$ cat src/lvr_wdt_defines.svh
`ifndef LVR_WDT_DEFINES_SVH
`define LVR_WDT_DEFINES_SVH
// control register bit positions
`define CTL_WDT_PERIOD_LSB      0
`define CTL_WDT_PERIOD_MSB      1
`define CTL_LVR_DISABLE_BIT     2
// watchdog timeouts in low-speed oscillator periods
`define WDT_TIMEOUT_0           20'h02000
`define WDT_TIMEOUT_1           20'h04000
`define WDT_TIMEOUT_2           20'h10000
`define WDT_TIMEOUT_3           20'h40000
// fast wake-up delay in low-speed oscillator periods
`define FAST_WAKE_PERIODS       6'h2D
// normal wake-up delay in low-speed oscillator periods
`define SLOW_WAKE_PERIODS       6'h3F
`endif

$ cat src/lvr_wdt_pkg.sv
package lvr_wdt_pkg;
    typedef enum logic [1:0] {
        pd_run,
        pd_clock_halt,
        pd_system_stop,
        pd_waking
    } power_state_type;

    typedef struct packed {
        logic       lvr_disable;
        logic [1:0] wdt_period;
    } misc_ctl_type;

    typedef struct packed {
        logic pin_wake;
        logic timer_wake;
        logic comparator_wake;
    } wake_src_type;
endpackage

$ cat src/lvr_watchdog_wake_control.sv
`timescale 1ns/1ps
`include "lvr_wdt_defines.svh"
module lvr_watchdog_wake_control (
    // clock and reset
    input  wire logic                       clk_in,
    input  wire logic                       reset_n_in,
    // control register bits
    input  wire lvr_wdt_pkg::misc_ctl_type  misc_ctl_in,
    input  wire logic                       fast_wake_in,
    // power and oscillator status
    input  wire logic                       power_on_done_in,
    input  wire logic                       vdd_below_level_in,
    input  wire logic                       lrc_tick_in,
    input  wire logic                       lrc_enable_in,
    // watchdog control from cpu
    input  wire logic                       wdt_enable_in,
    input  wire logic                       wdt_disable_in,
    input  wire logic                       wdt_clear_in,
    input  wire logic                       osc_calibration_routine_in,
    // power-down requests and wake sources
    input  wire logic                       clock_halt_req_in,
    input  wire logic                       system_stop_req_in,
    input  wire lvr_wdt_pkg::wake_src_type  wake_src_in,
    // outputs
    output logic                            low_voltage_reset_out,
    output logic                            wdt_reset_out,
    output logic                            wdt_running_out,
    output lvr_wdt_pkg::power_state_type    power_state_out,
    output logic                            cpu_run_out
);
    import lvr_wdt_pkg::*;

    logic [19:0]     wdt_count;
    logic [19:0]     wdt_limit;
    logic            wdt_on;
    logic [5:0]      wake_count;
    logic [5:0]      wake_target;
    logic            wake_event;
    logic            lvr_armed;
    power_state_type pstate;

    always_comb begin
        case (misc_ctl_in.wdt_period)
            2'h0:    wdt_limit = `WDT_TIMEOUT_0;
            2'h1:    wdt_limit = `WDT_TIMEOUT_1;
            2'h2:    wdt_limit = `WDT_TIMEOUT_2;
            default: wdt_limit = `WDT_TIMEOUT_3;
        endcase
    end

    // threshold only trusted once supply has settled through power-on
    always_ff @(posedge clk_in or negedge reset_n_in) begin
        if (!reset_n_in) begin
            lvr_armed <= 1'b0;
        end else if (power_on_done_in) begin
            lvr_armed <= 1'b1;
        end
    end

    always_ff @(posedge clk_in or negedge reset_n_in) begin
        if (!reset_n_in) begin
            low_voltage_reset_out <= 1'b0;
        end else begin
            low_voltage_reset_out <= lvr_armed && vdd_below_level_in
                && !misc_ctl_in.lvr_disable
                && (pstate == pd_run);
        end
    end

    // watchdog enable; calibration wins over a same-cycle enable
    always_ff @(posedge clk_in or negedge reset_n_in) begin
        if (!reset_n_in) begin
            wdt_on <= 1'b1;
        end else if (osc_calibration_routine_in || wdt_disable_in) begin
            wdt_on <= 1'b0;
        end else if (wdt_enable_in) begin
            wdt_on <= 1'b1;
        end
    end

    always_ff @(posedge clk_in or negedge reset_n_in) begin
        if (!reset_n_in) begin
            wdt_count <= 20'h00000;
        end else if (wdt_clear_in || !wdt_on || wdt_reset_out) begin
            wdt_count <= 20'h00000;
        end else if (lrc_enable_in && lrc_tick_in) begin
            wdt_count <= wdt_count + 20'h00001;
        end
    end

    // the pulse masks itself next cycle, so a count held at the limit cannot re-fire
    always_ff @(posedge clk_in or negedge reset_n_in) begin
        if (!reset_n_in) begin
            wdt_reset_out <= 1'b0;
        end else begin
            wdt_reset_out <= wdt_on && !wdt_clear_in && !wdt_reset_out
                && lrc_enable_in && (wdt_count >= wdt_limit - 20'h00001)
                && lrc_tick_in;
        end
    end

    // a stopped oscillator freezes the count, so the watchdog is not live then
    assign wdt_running_out = wdt_on && lrc_enable_in;

    // comparator is a wake source only from clock halt
    always_comb begin
        case (pstate)
            pd_clock_halt:  wake_event = wake_src_in.pin_wake || wake_src_in.timer_wake
                                         || wake_src_in.comparator_wake;
            pd_system_stop: wake_event = wake_src_in.pin_wake;
            default:        wake_event = 1'b0;
        endcase
    end

    assign wake_target = fast_wake_in ? `FAST_WAKE_PERIODS : `SLOW_WAKE_PERIODS;

    always_ff @(posedge clk_in or negedge reset_n_in) begin
        if (!reset_n_in) begin
            pstate <= pd_run;
        end else begin
            case (pstate)
                pd_run: begin
                    if (system_stop_req_in) begin
                        pstate <= pd_system_stop;
                    end else if (clock_halt_req_in) begin
                        pstate <= pd_clock_halt;
                    end
                end
                pd_clock_halt,
                pd_system_stop: begin
                    if (wake_event) begin
                        pstate <= pd_waking;
                    end
                end
                pd_waking: begin
                    if (lrc_tick_in && wake_count == wake_target - 6'h01) begin
                        pstate <= pd_run;
                    end
                end
                default: pstate <= pd_run;
            endcase
        end
    end

    // restarts at zero on every entry, so each wake waits the full delay
    always_ff @(posedge clk_in or negedge reset_n_in) begin
        if (!reset_n_in) begin
            wake_count <= 6'h00;
        end else if (pstate != pd_waking) begin
            wake_count <= 6'h00;
        end else if (lrc_tick_in) begin
            wake_count <= wake_count + 6'h01;
        end
    end

    assign power_state_out = pstate;
    assign cpu_run_out     = (pstate == pd_run);

    // low-voltage reset: waking still counts as power-down, so only run lets it through
    a_lvr_mode_gate: assert property (@(posedge clk_in) disable iff (!reset_n_in)
        (pstate != pd_run) |=> !low_voltage_reset_out)
        else $error("low-voltage reset during power-down");
    a_lvr_disable: assert property (@(posedge clk_in) disable iff (!reset_n_in)
        misc_ctl_in.lvr_disable |=> !low_voltage_reset_out)
        else $error("low-voltage reset while disabled");
    a_lvr_armed: assert property (@(posedge clk_in) disable iff (!reset_n_in)
        !lvr_armed |=> !low_voltage_reset_out)
        else $error("low-voltage reset before power-on done");
    a_lvr_fires: assert property (@(posedge clk_in) disable iff (!reset_n_in)
        (lvr_armed && vdd_below_level_in && !misc_ctl_in.lvr_disable && (pstate == pd_run))
        |=> low_voltage_reset_out)
        else $error("low-voltage reset missed");

    // watchdog: one timeout gives exactly one reset pulse and a cleared count
    a_wdt_freeze: assert property (@(posedge clk_in) disable iff (!reset_n_in)
        (!lrc_enable_in && !wdt_clear_in && wdt_on && !wdt_reset_out) |=> $stable(wdt_count))
        else $error("watchdog counted with oscillator off");
    a_wdt_count_step: assert property (@(posedge clk_in) disable iff (!reset_n_in)
        (wdt_on && lrc_enable_in && lrc_tick_in && !wdt_clear_in && !wdt_reset_out)
        |=> wdt_count == $past(wdt_count) + 20'h00001)
        else $error("watchdog missed an oscillator tick");
    a_wdt_no_timeout: assert property (@(posedge clk_in) disable iff (!reset_n_in)
        !lrc_enable_in |=> !wdt_reset_out)
        else $error("watchdog timeout with oscillator off");
    a_wdt_calib_off: assert property (@(posedge clk_in) disable iff (!reset_n_in)
        osc_calibration_routine_in |=> !wdt_on ##1 !wdt_reset_out)
        else $error("watchdog still on after calibration");
    a_wdt_enable_on: assert property (@(posedge clk_in) disable iff (!reset_n_in)
        (wdt_enable_in && !wdt_disable_in && !osc_calibration_routine_in) |=> wdt_on)
        else $error("watchdog not re-enabled");
    a_wdt_off_quiet: assert property (@(posedge clk_in) disable iff (!reset_n_in)
        !wdt_on |=> !wdt_reset_out)
        else $error("watchdog reset while disabled");
    a_wdt_reset_cause: assert property (@(posedge clk_in) disable iff (!reset_n_in)
        wdt_reset_out |-> $past(wdt_count) >= $past(wdt_limit) - 20'h00001)
        else $error("watchdog reset before timeout");
    a_wdt_timeout_fires: assert property (@(posedge clk_in) disable iff (!reset_n_in)
        (wdt_on && lrc_enable_in && lrc_tick_in && !wdt_clear_in && !wdt_reset_out
         && wdt_count == wdt_limit - 20'h00001) |=> wdt_reset_out)
        else $error("watchdog missed selected timeout");
    a_wdt_pulse_once: assert property (@(posedge clk_in) disable iff (!reset_n_in)
        wdt_reset_out |=> !wdt_reset_out && wdt_count == 20'h00000)
        else $error("watchdog reset not a single pulse");

    // wake-up: the delay in force is the one seen on the edge that ends it
    a_stop_no_comp: assert property (@(posedge clk_in) disable iff (!reset_n_in)
        (pstate == pd_system_stop && !wake_src_in.pin_wake) |=> pstate == pd_system_stop)
        else $error("system stop left without pin wake");
    a_fast_wake_len: assert property (@(posedge clk_in) disable iff (!reset_n_in)
        ($rose(cpu_run_out) && $past(fast_wake_in))
        |-> $past(wake_count) == `FAST_WAKE_PERIODS - 6'h01)
        else $error("fast wake-up length wrong");
    a_slow_wake_len: assert property (@(posedge clk_in) disable iff (!reset_n_in)
        ($rose(cpu_run_out) && !$past(fast_wake_in))
        |-> $past(wake_count) == `SLOW_WAKE_PERIODS - 6'h01)
        else $error("normal wake-up length wrong");
endmodule // lvr_watchdog_wake_control

$ cat config.mk
export PLATFORM = sky130hd
export DESIGN_NAME = lvr_watchdog_wake_control
export DESIGN_NICKNAME = d
export VERILOG_FILES = /design/src/lvr_wdt_pkg.sv /design/src/lvr_watchdog_wake_control.sv
export VERILOG_INCLUDE_DIRS = /design/src /design/src/src
export SDC_FILE = /design/constraint.sdc
export NUM_CORES = 1
export LEC_CHECK = 0
export ABC_CLOCK_PERIOD_IN_PS = 1900
export BUFFER_PORTS_ARGS = -buffer_cell sky130_fd_sc_hd__buf_2
export CAP_MARGIN = 30
export CORE_MARGIN = 2
export CORE_UTILIZATION = 40
export DETAILED_ROUTE_END_ITERATION = 16
export HOLD_SLACK_MARGIN = 0.06
export PLACE_DENSITY = 0.59
export SLEW_MARGIN = 20
export SYNTH_ARGS = -nofsm -noshare
export SYNTH_HDL_FRONTEND = slang
export SYNTH_SLANG_ARGS = --single-unit
$ cat constraint.sdc
create_clock -name clk_in -period 1.9 [get_ports clk_in]
set_input_delay 0.19 -clock clk_in [delete_from_list [all_inputs] [get_ports clk_in]]
set_output_delay 0.19 -clock clk_in [all_outputs]
set_load 0.01 [all_outputs]
# [After elaboration in Yosys (flattened, before gate mapping)]
# Cells that the tools add are included.
[word_totals] register_bits=32 input_bits=19 output_inout_bits=6 elab_cells=63
[op_classes] add_sub_neg=4 n_lt_le_gt_ge=1 eq_ne=10 mux=14 n_reduce_logical=27
[ops] op="$pmux 19 s3" count=1
[ops] op="$mux 20" count=2
[ops] op="$add 20x1->20 const B" count=1
[ops] op="$ge 20x20->1" count=1
[ops] op="$sub 19x1->20 const B" count=1
[ops] op="$mux 6" count=2
[ops] op="$logic_and 1x1->1" count=11
[ops] op="$mux 2" count=4
[ops] op="$add 6x1->6 const B" count=1
[ops] op="$eq 2x2->1 const B" count=3
[ops] op="$eq 6x6->1" count=1
[ops] op="$ne 2x2->1 const B" count=3
[ops] op="$pmux 2 s3" count=1
[ops] op="$reduce_bool 2->1" count=3
[ops] op="$sub 6x1->6 const B" count=1
[ops] op="$logic_or 1x1->1" count=5
[ops] op="$mux 5" count=1
[ops] op="$eq 2x1->1 const B" count=2
[ops] op="$logic_not 1->1" count=4
[ops] op="$logic_not 2->1" count=2
[ops] op="$ne 3x3->1 const B" count=1
[ops] op="$reduce_and 3->1" count=1
[ops] op="$mux 1" count=2
[ops] op="$pmux 1 s2" count=1
[ops] op="$reduce_or 2->1" count=1

# [Depth between registers and ports, before layout]
# Gate-level depths: netlist of the first run.
[depth] depth_word=6 depth_mapped=7 ltp_nobuf=7

# [Least setup slack after synthesis of the first run]
# No wires, ideal clock.
[synth_path] kind="register to register" start="reg wdt_count[0]" end="reg wdt_count[19]" setup_ps=78 arrival_ps=1528 required_time_ps=1822 path_slack_ps=294 path_stages_with_launch=6 n_path_buf=1 period_less_slack_ps=1606 path_cell_list="dfrtp_1 > nand4_4 > or3_1 > buf_6 > or4_1 > a21oi_1"
[synth_via] elab_chain_cells=3
[synth_lines] item="start, declared" line_no="lvr_watchdog_wake_control.sv:33" text="logic [19:0] wdt_count;"
[synth_lines] item="start signal, assigned" line_no="lvr_watchdog_wake_control.sv:87" text="wdt_count <= wdt_count + 20'h00001;"
[synth_lines] item="$add 20x1->20" line_no="lvr_watchdog_wake_control.sv:87"
[synth_lines] item="$mux 20" line_no="lvr_watchdog_wake_control.sv:86" text="end else if (lrc_enable_in && lrc_tick_in) begin"
[synth_lines] item="$mux 20" line_no="lvr_watchdog_wake_control.sv:84" text="end else if (wdt_clear_in || !wdt_on || wdt_reset_out) begin"
# No other way between the ends. The select of a mux whose other input is x is not followed.
# A chain may end at the register's enable or synchronous reset.

# [Worst setup path after layout of the first run]
[layout_path] start="reg wake_count[4]" end="reg pstate[1] (netlist: power_state_out[1])"
[layout_via] elab_chain_cells=4
[layout_lines] item="start, declared" line_no="lvr_watchdog_wake_control.sv:36" text="logic [5:0] wake_count;"
[layout_lines] item="start signal, assigned" line_no="lvr_watchdog_wake_control.sv:152" text="wake_count <= wake_count + 6'h01;"
[layout_lines] item="$eq 6x6->1" line_no="lvr_watchdog_wake_control.sv:136" text="if (lrc_tick_in && wake_count == wake_target - 6'h01) begin"
[layout_lines] item="$logic_and 1x1->1" line_no="lvr_watchdog_wake_control.sv:136"
[layout_lines] item="$ne 2x2->1 (no source line)"
[layout_lines] item="$reduce_and 3->1 (no source line)"
[layout_lines] item="end signal, assigned" line_no="lvr_watchdog_wake_control.sv:132" text="pstate <= pd_waking;"
[layout_lines] item="end signal, assigned" line_no="lvr_watchdog_wake_control.sv:137" text="pstate <= pd_run;"
[layout_lines] item="end signal, assigned" line_no="lvr_watchdog_wake_control.sv:140" text="default: pstate <= pd_run;"
[layout_lines] item="end, declared" line_no="lvr_watchdog_wake_control.sv:40" text="power_state_type pstate;"
# No other way between the ends.

==> results.txt, run 1 <==
Status = finished, final reports clean
DR WL/cell = 13.4 µm
Max-cap violations = 0
Worst skew pair latency = 280 ps
Die Area = 5150 µm²
Worst Setup Path Type = reg -> reg
Post-synth top flop = dfrtp_1
Vias = 1533
Clk buf depth = 2
Worst Hold Slack = 104 ps
Synth area leader = dfrtp_1
Most common cell in the netlist = dfrtp_1
CP Max Fanout = 4
Final-report max-slew violation count = 0
Cell area after layout = 2130 µm²
DR iter-0 viols = 73
Width of the die = 71.8 µm
Vias/cell = 5.55
Post-CTS setup buffer count = 0
Post-synth top area share = 0.422
Mapped Cells = 193
Sequential element share of the synthesized area = 0.436
Syn nets = 224
Site Rows = 24
Antenna violations before repair = 0
Fin Clk Skew = 8.17 ps
Placed instance area = 2010 µm²
Mapped cell area = 1840 µm²
Clock transition at path regs = 70 ps
Non-filler cells, final = 276
Area grow syn2layout = 16.1%
TritonCTS clock tree = done
Vias in the first global route = 1440
Total core area = 4380 µm²
Post-synthesis cell type count = 40
Total track usage = 0.159
Slew @ Worst Pin = 694 ps
Antenna cells = 0
Grt ovf = 0
Largest net degree at the start of global routing = 33
CTS root buffer = clkbuf_8
H-Tree Depth = 2
Minimum clock period = 1790 ps
Async S/R FF share, synth = 1.00
Slew margin rel. = 0.537
First-pass detailed-route iteration total = 4
Post-DRT Antenna Nets = 0
Leakage power total = 0.000942 µW
Initial Utilization = 0.419
Synth warnings = 0
Worst EP required = 2070 ps
Final GP Congestion = 0.814
Most common library cells after synthesis = dfrtp_1, nor2_1, nand2_1
Placed cells = 266
Final Cycle Share = 0.942
Layout cell share with drive strength beyond 1 = 0.179
DR DRC count = 0
Worst Setup Start Kind = flip-flop
Dpl hpwl = 2740 µm
Max VDD drop = 529 µV
Setup TNS = 0 ps
Setup Viol. Count Final = 0
Die Y = 71.8 µm
Syn Area/Cell = 9.52 µm²
Place WS = 111 ps
Final nets = 255
Number of buffers created by CTS = 5
IO Pins = 25
#FFs+latches synth = 32
RSZ-0062 raised after global routing = false
Final setup margin = 110 ps
Synth area leaders = dfrtp_1, ha_1, nor2_1
Clk sinks = 32
PwrDens = 808 nW/µm²
Critical Path AT = 1960 ps
Routed Wire Length = 3700 µm
Crit. End Element = flip-flop
Number of synthesized flops with an enable pin = 0
Global-route wire length before repair = 6490 µm
Hold Vio Cnt, Final = 0
Fmax = 0.559 GHz
Hold crit path type = in -> reg
Filler cell count = 442
Port buffer count = 24
per-stage QoR:
step / utilization / power (µW)
finish: 0.487 / 1720
detailed placement: 0.458 / 1180
global route: 0.487 / 1840
CTS: 0.487 / 1750
global placement: 0.458 / 1170
floorplan: - / 1040
area by class of cell:
cell class                 count  area [µm²]  area share
sequential                    32         802       0.376
timing repair buffer          30         173      0.0809
inverter                       9        33.8      0.0158
multi-input combinational    146         965       0.452
tap                           52        65.1      0.0305
clock buffer                   7        96.3      0.0451
flip-flops by register name, summed over array words and instances, names as in the netlist:
name and count:
low_voltage_reset_out 1, wdt_on 1, power_state_out 2, wdt_reset_out 1
lvr_armed 1, wake_count 6, wdt_count 20
cells by family (layout without fill, tap and decap cells):
logic type               count (synthesis)  after routing  synth area share
buffers and inverters                   15             46            0.0388
multiplexers                             1              1           0.00545
AND/OR/NAND/NOR                         86             86             0.254
flip-flops                              32             32             0.436
adder cells (fa/ha/maj)                 12             12            0.0817
XOR/XNOR                                14             14            0.0667
AO/OA/AOI/OAI                           33             33             0.117
worst paths after layout:
path	startpoint	to	slack, ps	cells past startpoint
worst max register to register	wake_count[4]$_DFFE_PN0P_	power_state_out[1]$_DFFE_PN0P_	110	4
worst min-delay path	power_on_done_in	lvr_armed$_DFFE_PN0P_	100	2
worst max-delay path	wake_count[4]$_DFFE_PN0P_	power_state_out[1]$_DFFE_PN0P_	110	4
min in group asynchronous	reset_n_in	wdt_count[5]$_DFFE_PN0P_	490	2
worst min register to register	lvr_armed$_DFFE_PN0P_	lvr_armed$_DFFE_PN0P_	480	1
max in group asynchronous	reset_n_in	wdt_reset_out$_DFF_PN0_	960	2
where the power goes:
part,leakage (µW),switching (µW),internal (µW)
clock network,0.0000503,235,322
registers,0.000433,41.0,722
logic,0.000459,233,171
total,0.000942,510,1210
repair_timing:
item / CTS / global route
hold endpoints to repair: 32 / 0
gates resized for setup: 0 / 0
hold buffers: 3 / 0
placed cells by master, fill, tap and decap left out, drive strengths merged, types with 2 or more instances in the layout:
| master | netlist | final |
|---|---|---|
| a21oi | 11 | 11 |
| nand2 | 19 | 19 |
| o31ai | 5 | 5 |
| nand2b | 2 | 2 |
| or2 | 2 | 2 |
| o21ai | 5 | 5 |
| inv | 9 | 9 |
| nor4 | 4 | 4 |
| clkbuf | 4 | 7 |
| and4 | 4 | 4 |
| nor2 | 21 | 21 |
| dfrtp | 31 | 31 |
| xnor2 | 8 | 8 |
| or4 | 4 | 4 |
| or3 | 3 | 3 |
| nand3 | 7 | 7 |
| ha | 12 | 12 |
| nand3b | 2 | 2 |
| a41o | 2 | 2 |
| buf | 2 | 27 |
| nand4 | 8 | 8 |
| and2 | 3 | 3 |
| a31oi | 3 | 3 |
| dlygate4sd3 | 0 | 3 |
| nor3 | 3 | 3 |
| xor2 | 6 | 6 |
layer usage:
layer | part of all wire | up-vias | global-route usage
met3 | 0.034 | 7 | 0.0338
li1 | - | 764 | -
met4 | 0.019 | 0 | 0.0629
met5 | 0 | - | 0
met2 | 0.46 | 25 | 0.254
met1 | 0.48 | 737 | 0.212
critical path: stages (launching register included):
cell,delay (ps)
dfrtp_1,410
or3b_2,470
a211oi_1,340
o221ai_1,220
a32o_1,240
Power figures use the tool's default switching activity.
==> inputs of run 2 (changes only) <==
--- a/config.mk
+++ b/config.mk
@@ -10,10 +10,10 @@
 export BUFFER_PORTS_ARGS = -buffer_cell sky130_fd_sc_hd__buf_2
 export CAP_MARGIN = 30
 export CORE_MARGIN = 2
-export CORE_UTILIZATION = 40
+export CORE_UTILIZATION = 50
 export DETAILED_ROUTE_END_ITERATION = 16
 export HOLD_SLACK_MARGIN = 0.06
-export PLACE_DENSITY = 0.59
+export PLACE_DENSITY = 0.71
 export SLEW_MARGIN = 20
 export SYNTH_ARGS = -nofsm -noshare
 export SYNTH_HDL_FRONTEND = slang
==> results.txt, run 2 (synthesis gave the netlist of run 1 again) <==
Port buffer count = 24 (unchanged)
RSZ-0062 raised after global routing = false
Final GP Congestion = 0.796 (-2.3%)
Slowest CP cell = or3_1
Critical Path AT = 1940 ps (-20 ps)
Final Cycle Share = 0.914 (-0.0285)
Site Rows = 22 (-8.3%)
Global-route wire length before repair = 6070 µm (-6.6%)
Final setup margin = 164 ps (+54.1 ps)
Setup Viol. Count Final = 0 (unchanged)
Worst path cell trace = nand4_4 > or3_1 > or4_1 > a21oi_1
Max-cap violations = 0 (unchanged)
Status = finished, final reports clean
Width of the die = 64.6 µm (-10%)
Max VDD drop = 570 µV (+7.6%)
Most flops, register = wdt_count
Max FFs per register = 20 (unchanged)
CP Max Fanout = 10 (+6)
DR WL/cell = 12.9 µm (-4.0%)
Grt ovf = 0 (unchanged)
Worst skew pair latency = 270 ps (about the same)
Vias in the first global route = 1404 (-2.5%)
Placed cells = 262 (-1.5%)
Worst Hold Slack = 101 ps (-2.89 ps)
Routed Wire Length = 3510 µm (-5.1%)
Place WS = 173 ps (+61.6 ps)
First-pass detailed-route iteration total = 4 (unchanged)
Clk sinks = 32 (unchanged)
Layout cell share with drive strength beyond 1 = 0.173 (-0.00524)
Fmax = 0.576 GHz (+3.1%)
Leakage power total = 0.000937 µW (-0.51%)
TritonCTS clock tree = done
Total core area = 3610 µm² (-18%)
Clk buf depth = 2 (unchanged)
Slew margin rel. = 0.530 (-0.00675)
CP delay by family, top = simple AND/OR/NAND/NOR gates
Dpl hpwl = 2570 µm (-6.3%)
Final-report max-slew violation count = 0 (unchanged)
Worst Setup Start Kind = flip-flop
Setup TNS = 0 ps (unchanged)
CP max stage delay = 510 ps (+40 ps)
Slew @ Worst Pin = 705 ps (+10.1 ps)
Area grow syn2layout = 15.5%
DR DRC count = 0 (unchanged)
Non-filler cells, final = 273 (-1.1%)
Worst EP required = 2100 ps (+30 ps)
Minimum clock period = 1740 ps (-54.1 ps)
PwrDens = 789 nW/µm² (-2.3%)
Largest net degree at the start of global routing = 33 (unchanged)
Crit. End Element = flip-flop
Hold Vio Cnt, Final = 0 (unchanged)
Vias/cell = 5.47 (-1.5%)
IO Pins = 25 (unchanged)
Tot Pwr = 1680 µW (-2.8%)
Worst Setup Path Type = reg -> reg
Total track usage = 0.190 (+0.0303)
Critical path buffers and inverters = 0 (unchanged)
H-Tree Depth = 2 (unchanged)
Commonest non-fill, non-tap cell in the layout = dfrtp_1
Most frequent cells in the layout = dfrtp_1, buf_2, nor2_1
Post_cts resized = 0 (unchanged)
CTS root buffer = clkbuf_8
Vias = 1494 (-2.5%)
Post-DRT Antenna Nets = 0 (unchanged)
Clock transition at path regs = 60 ps (about the same)
Die Area = 4180 µm² (-19%)
Antenna cells = 0 (unchanged)
Antenna violations before repair = 0 (unchanged)
Die Y = 64.6 µm (-10%)
DR iter-0 viols = 50 (-32%)
Number of buffers created by CTS = 5 (unchanged)
Final nets = 255 (unchanged)
Initial Utilization = 0.510 (+0.0905)
Hold crit path type = in -> reg
Fin Clk Skew = 4.09 ps (-4.08 ps)
==> run 2: changes by cell type in the layout (fill, tap and decap cells not counted), sizes merged <==
| cell | change |
|---|---|
| clkbuf | +1 |
==> run 2: final cells by class <==
cell class	count	area (µm²)
fill	304	1480
multi-input combinational	146	965
sequential	32	802
timing repair buffer	30	173
clock buffer	8	90.1
tap	48	60.1
inverter	9	33.8
==> run 2: report_power, final <==
part           switching (µW)  total [µW]  leakage (µW)  internal, µW
Clock                     222         517     0.0000455           295
Combinational             223         393      0.000459           170
Sequential               43.6         765      0.000433           722
==> run 2: path summary, 6_finish.rpt <==
check                                            endpoint  cells after the start                     start  slack [ps]
worst min-delay path                lvr_armed$_DFFE_PN0P_                      2          power_on_done_in         100
worst max register to register  wdt_count[15]$_DFFE_PN0P_                      4  wdt_count[0]$_DFFE_PN0P_         160
worst min register to register      lvr_armed$_DFFE_PN0P_                      1     lvr_armed$_DFFE_PN0P_         470
min in group asynchronous       wdt_count[18]$_DFFE_PN0P_                      2                reset_n_in         500
worst max-delay path            wdt_count[15]$_DFFE_PN0P_                      4  wdt_count[0]$_DFFE_PN0P_         160
max in group asynchronous        wdt_count[2]$_DFFE_PN0P_                      2                reset_n_in         950
==> run 2: stage by stage <==
step,area [µm²],utilization
2_1_floorplan,1840,-
3_3_place_gp,2000,0.556
3_5_place_dp,2000,0.556
4_1_cts,2120,0.589
5_1_grt,2120,0.589
6_report,2120,0.589
==> run 2: worst reg2reg max path, stage by stage (launching register included) <==
cell,delay [ps]
dfrtp_1,420
nand4_4,130
or3_1,520
or4_1,460
a21oi_1,150
==> run 2: timing repair <==
| action | CTS | global route |
|---|---|---|
| setup buffers | 0 | 0 |
| endpoints found under the hold margin | 32 | 0 |
| hold buffers | 3 | 0 |
==> run 2: metal layers <==
metal | share of wire | global-route usage | routed length, µm
met1 | 0.48 | 0.238 | 1680
met2 | 0.47 | 0.316 | 1660
met3 | 0.034 | 0.0469 | 119
met4 | 0.015 | 0.0718 | 51
met5 | 0 | 0 | 0
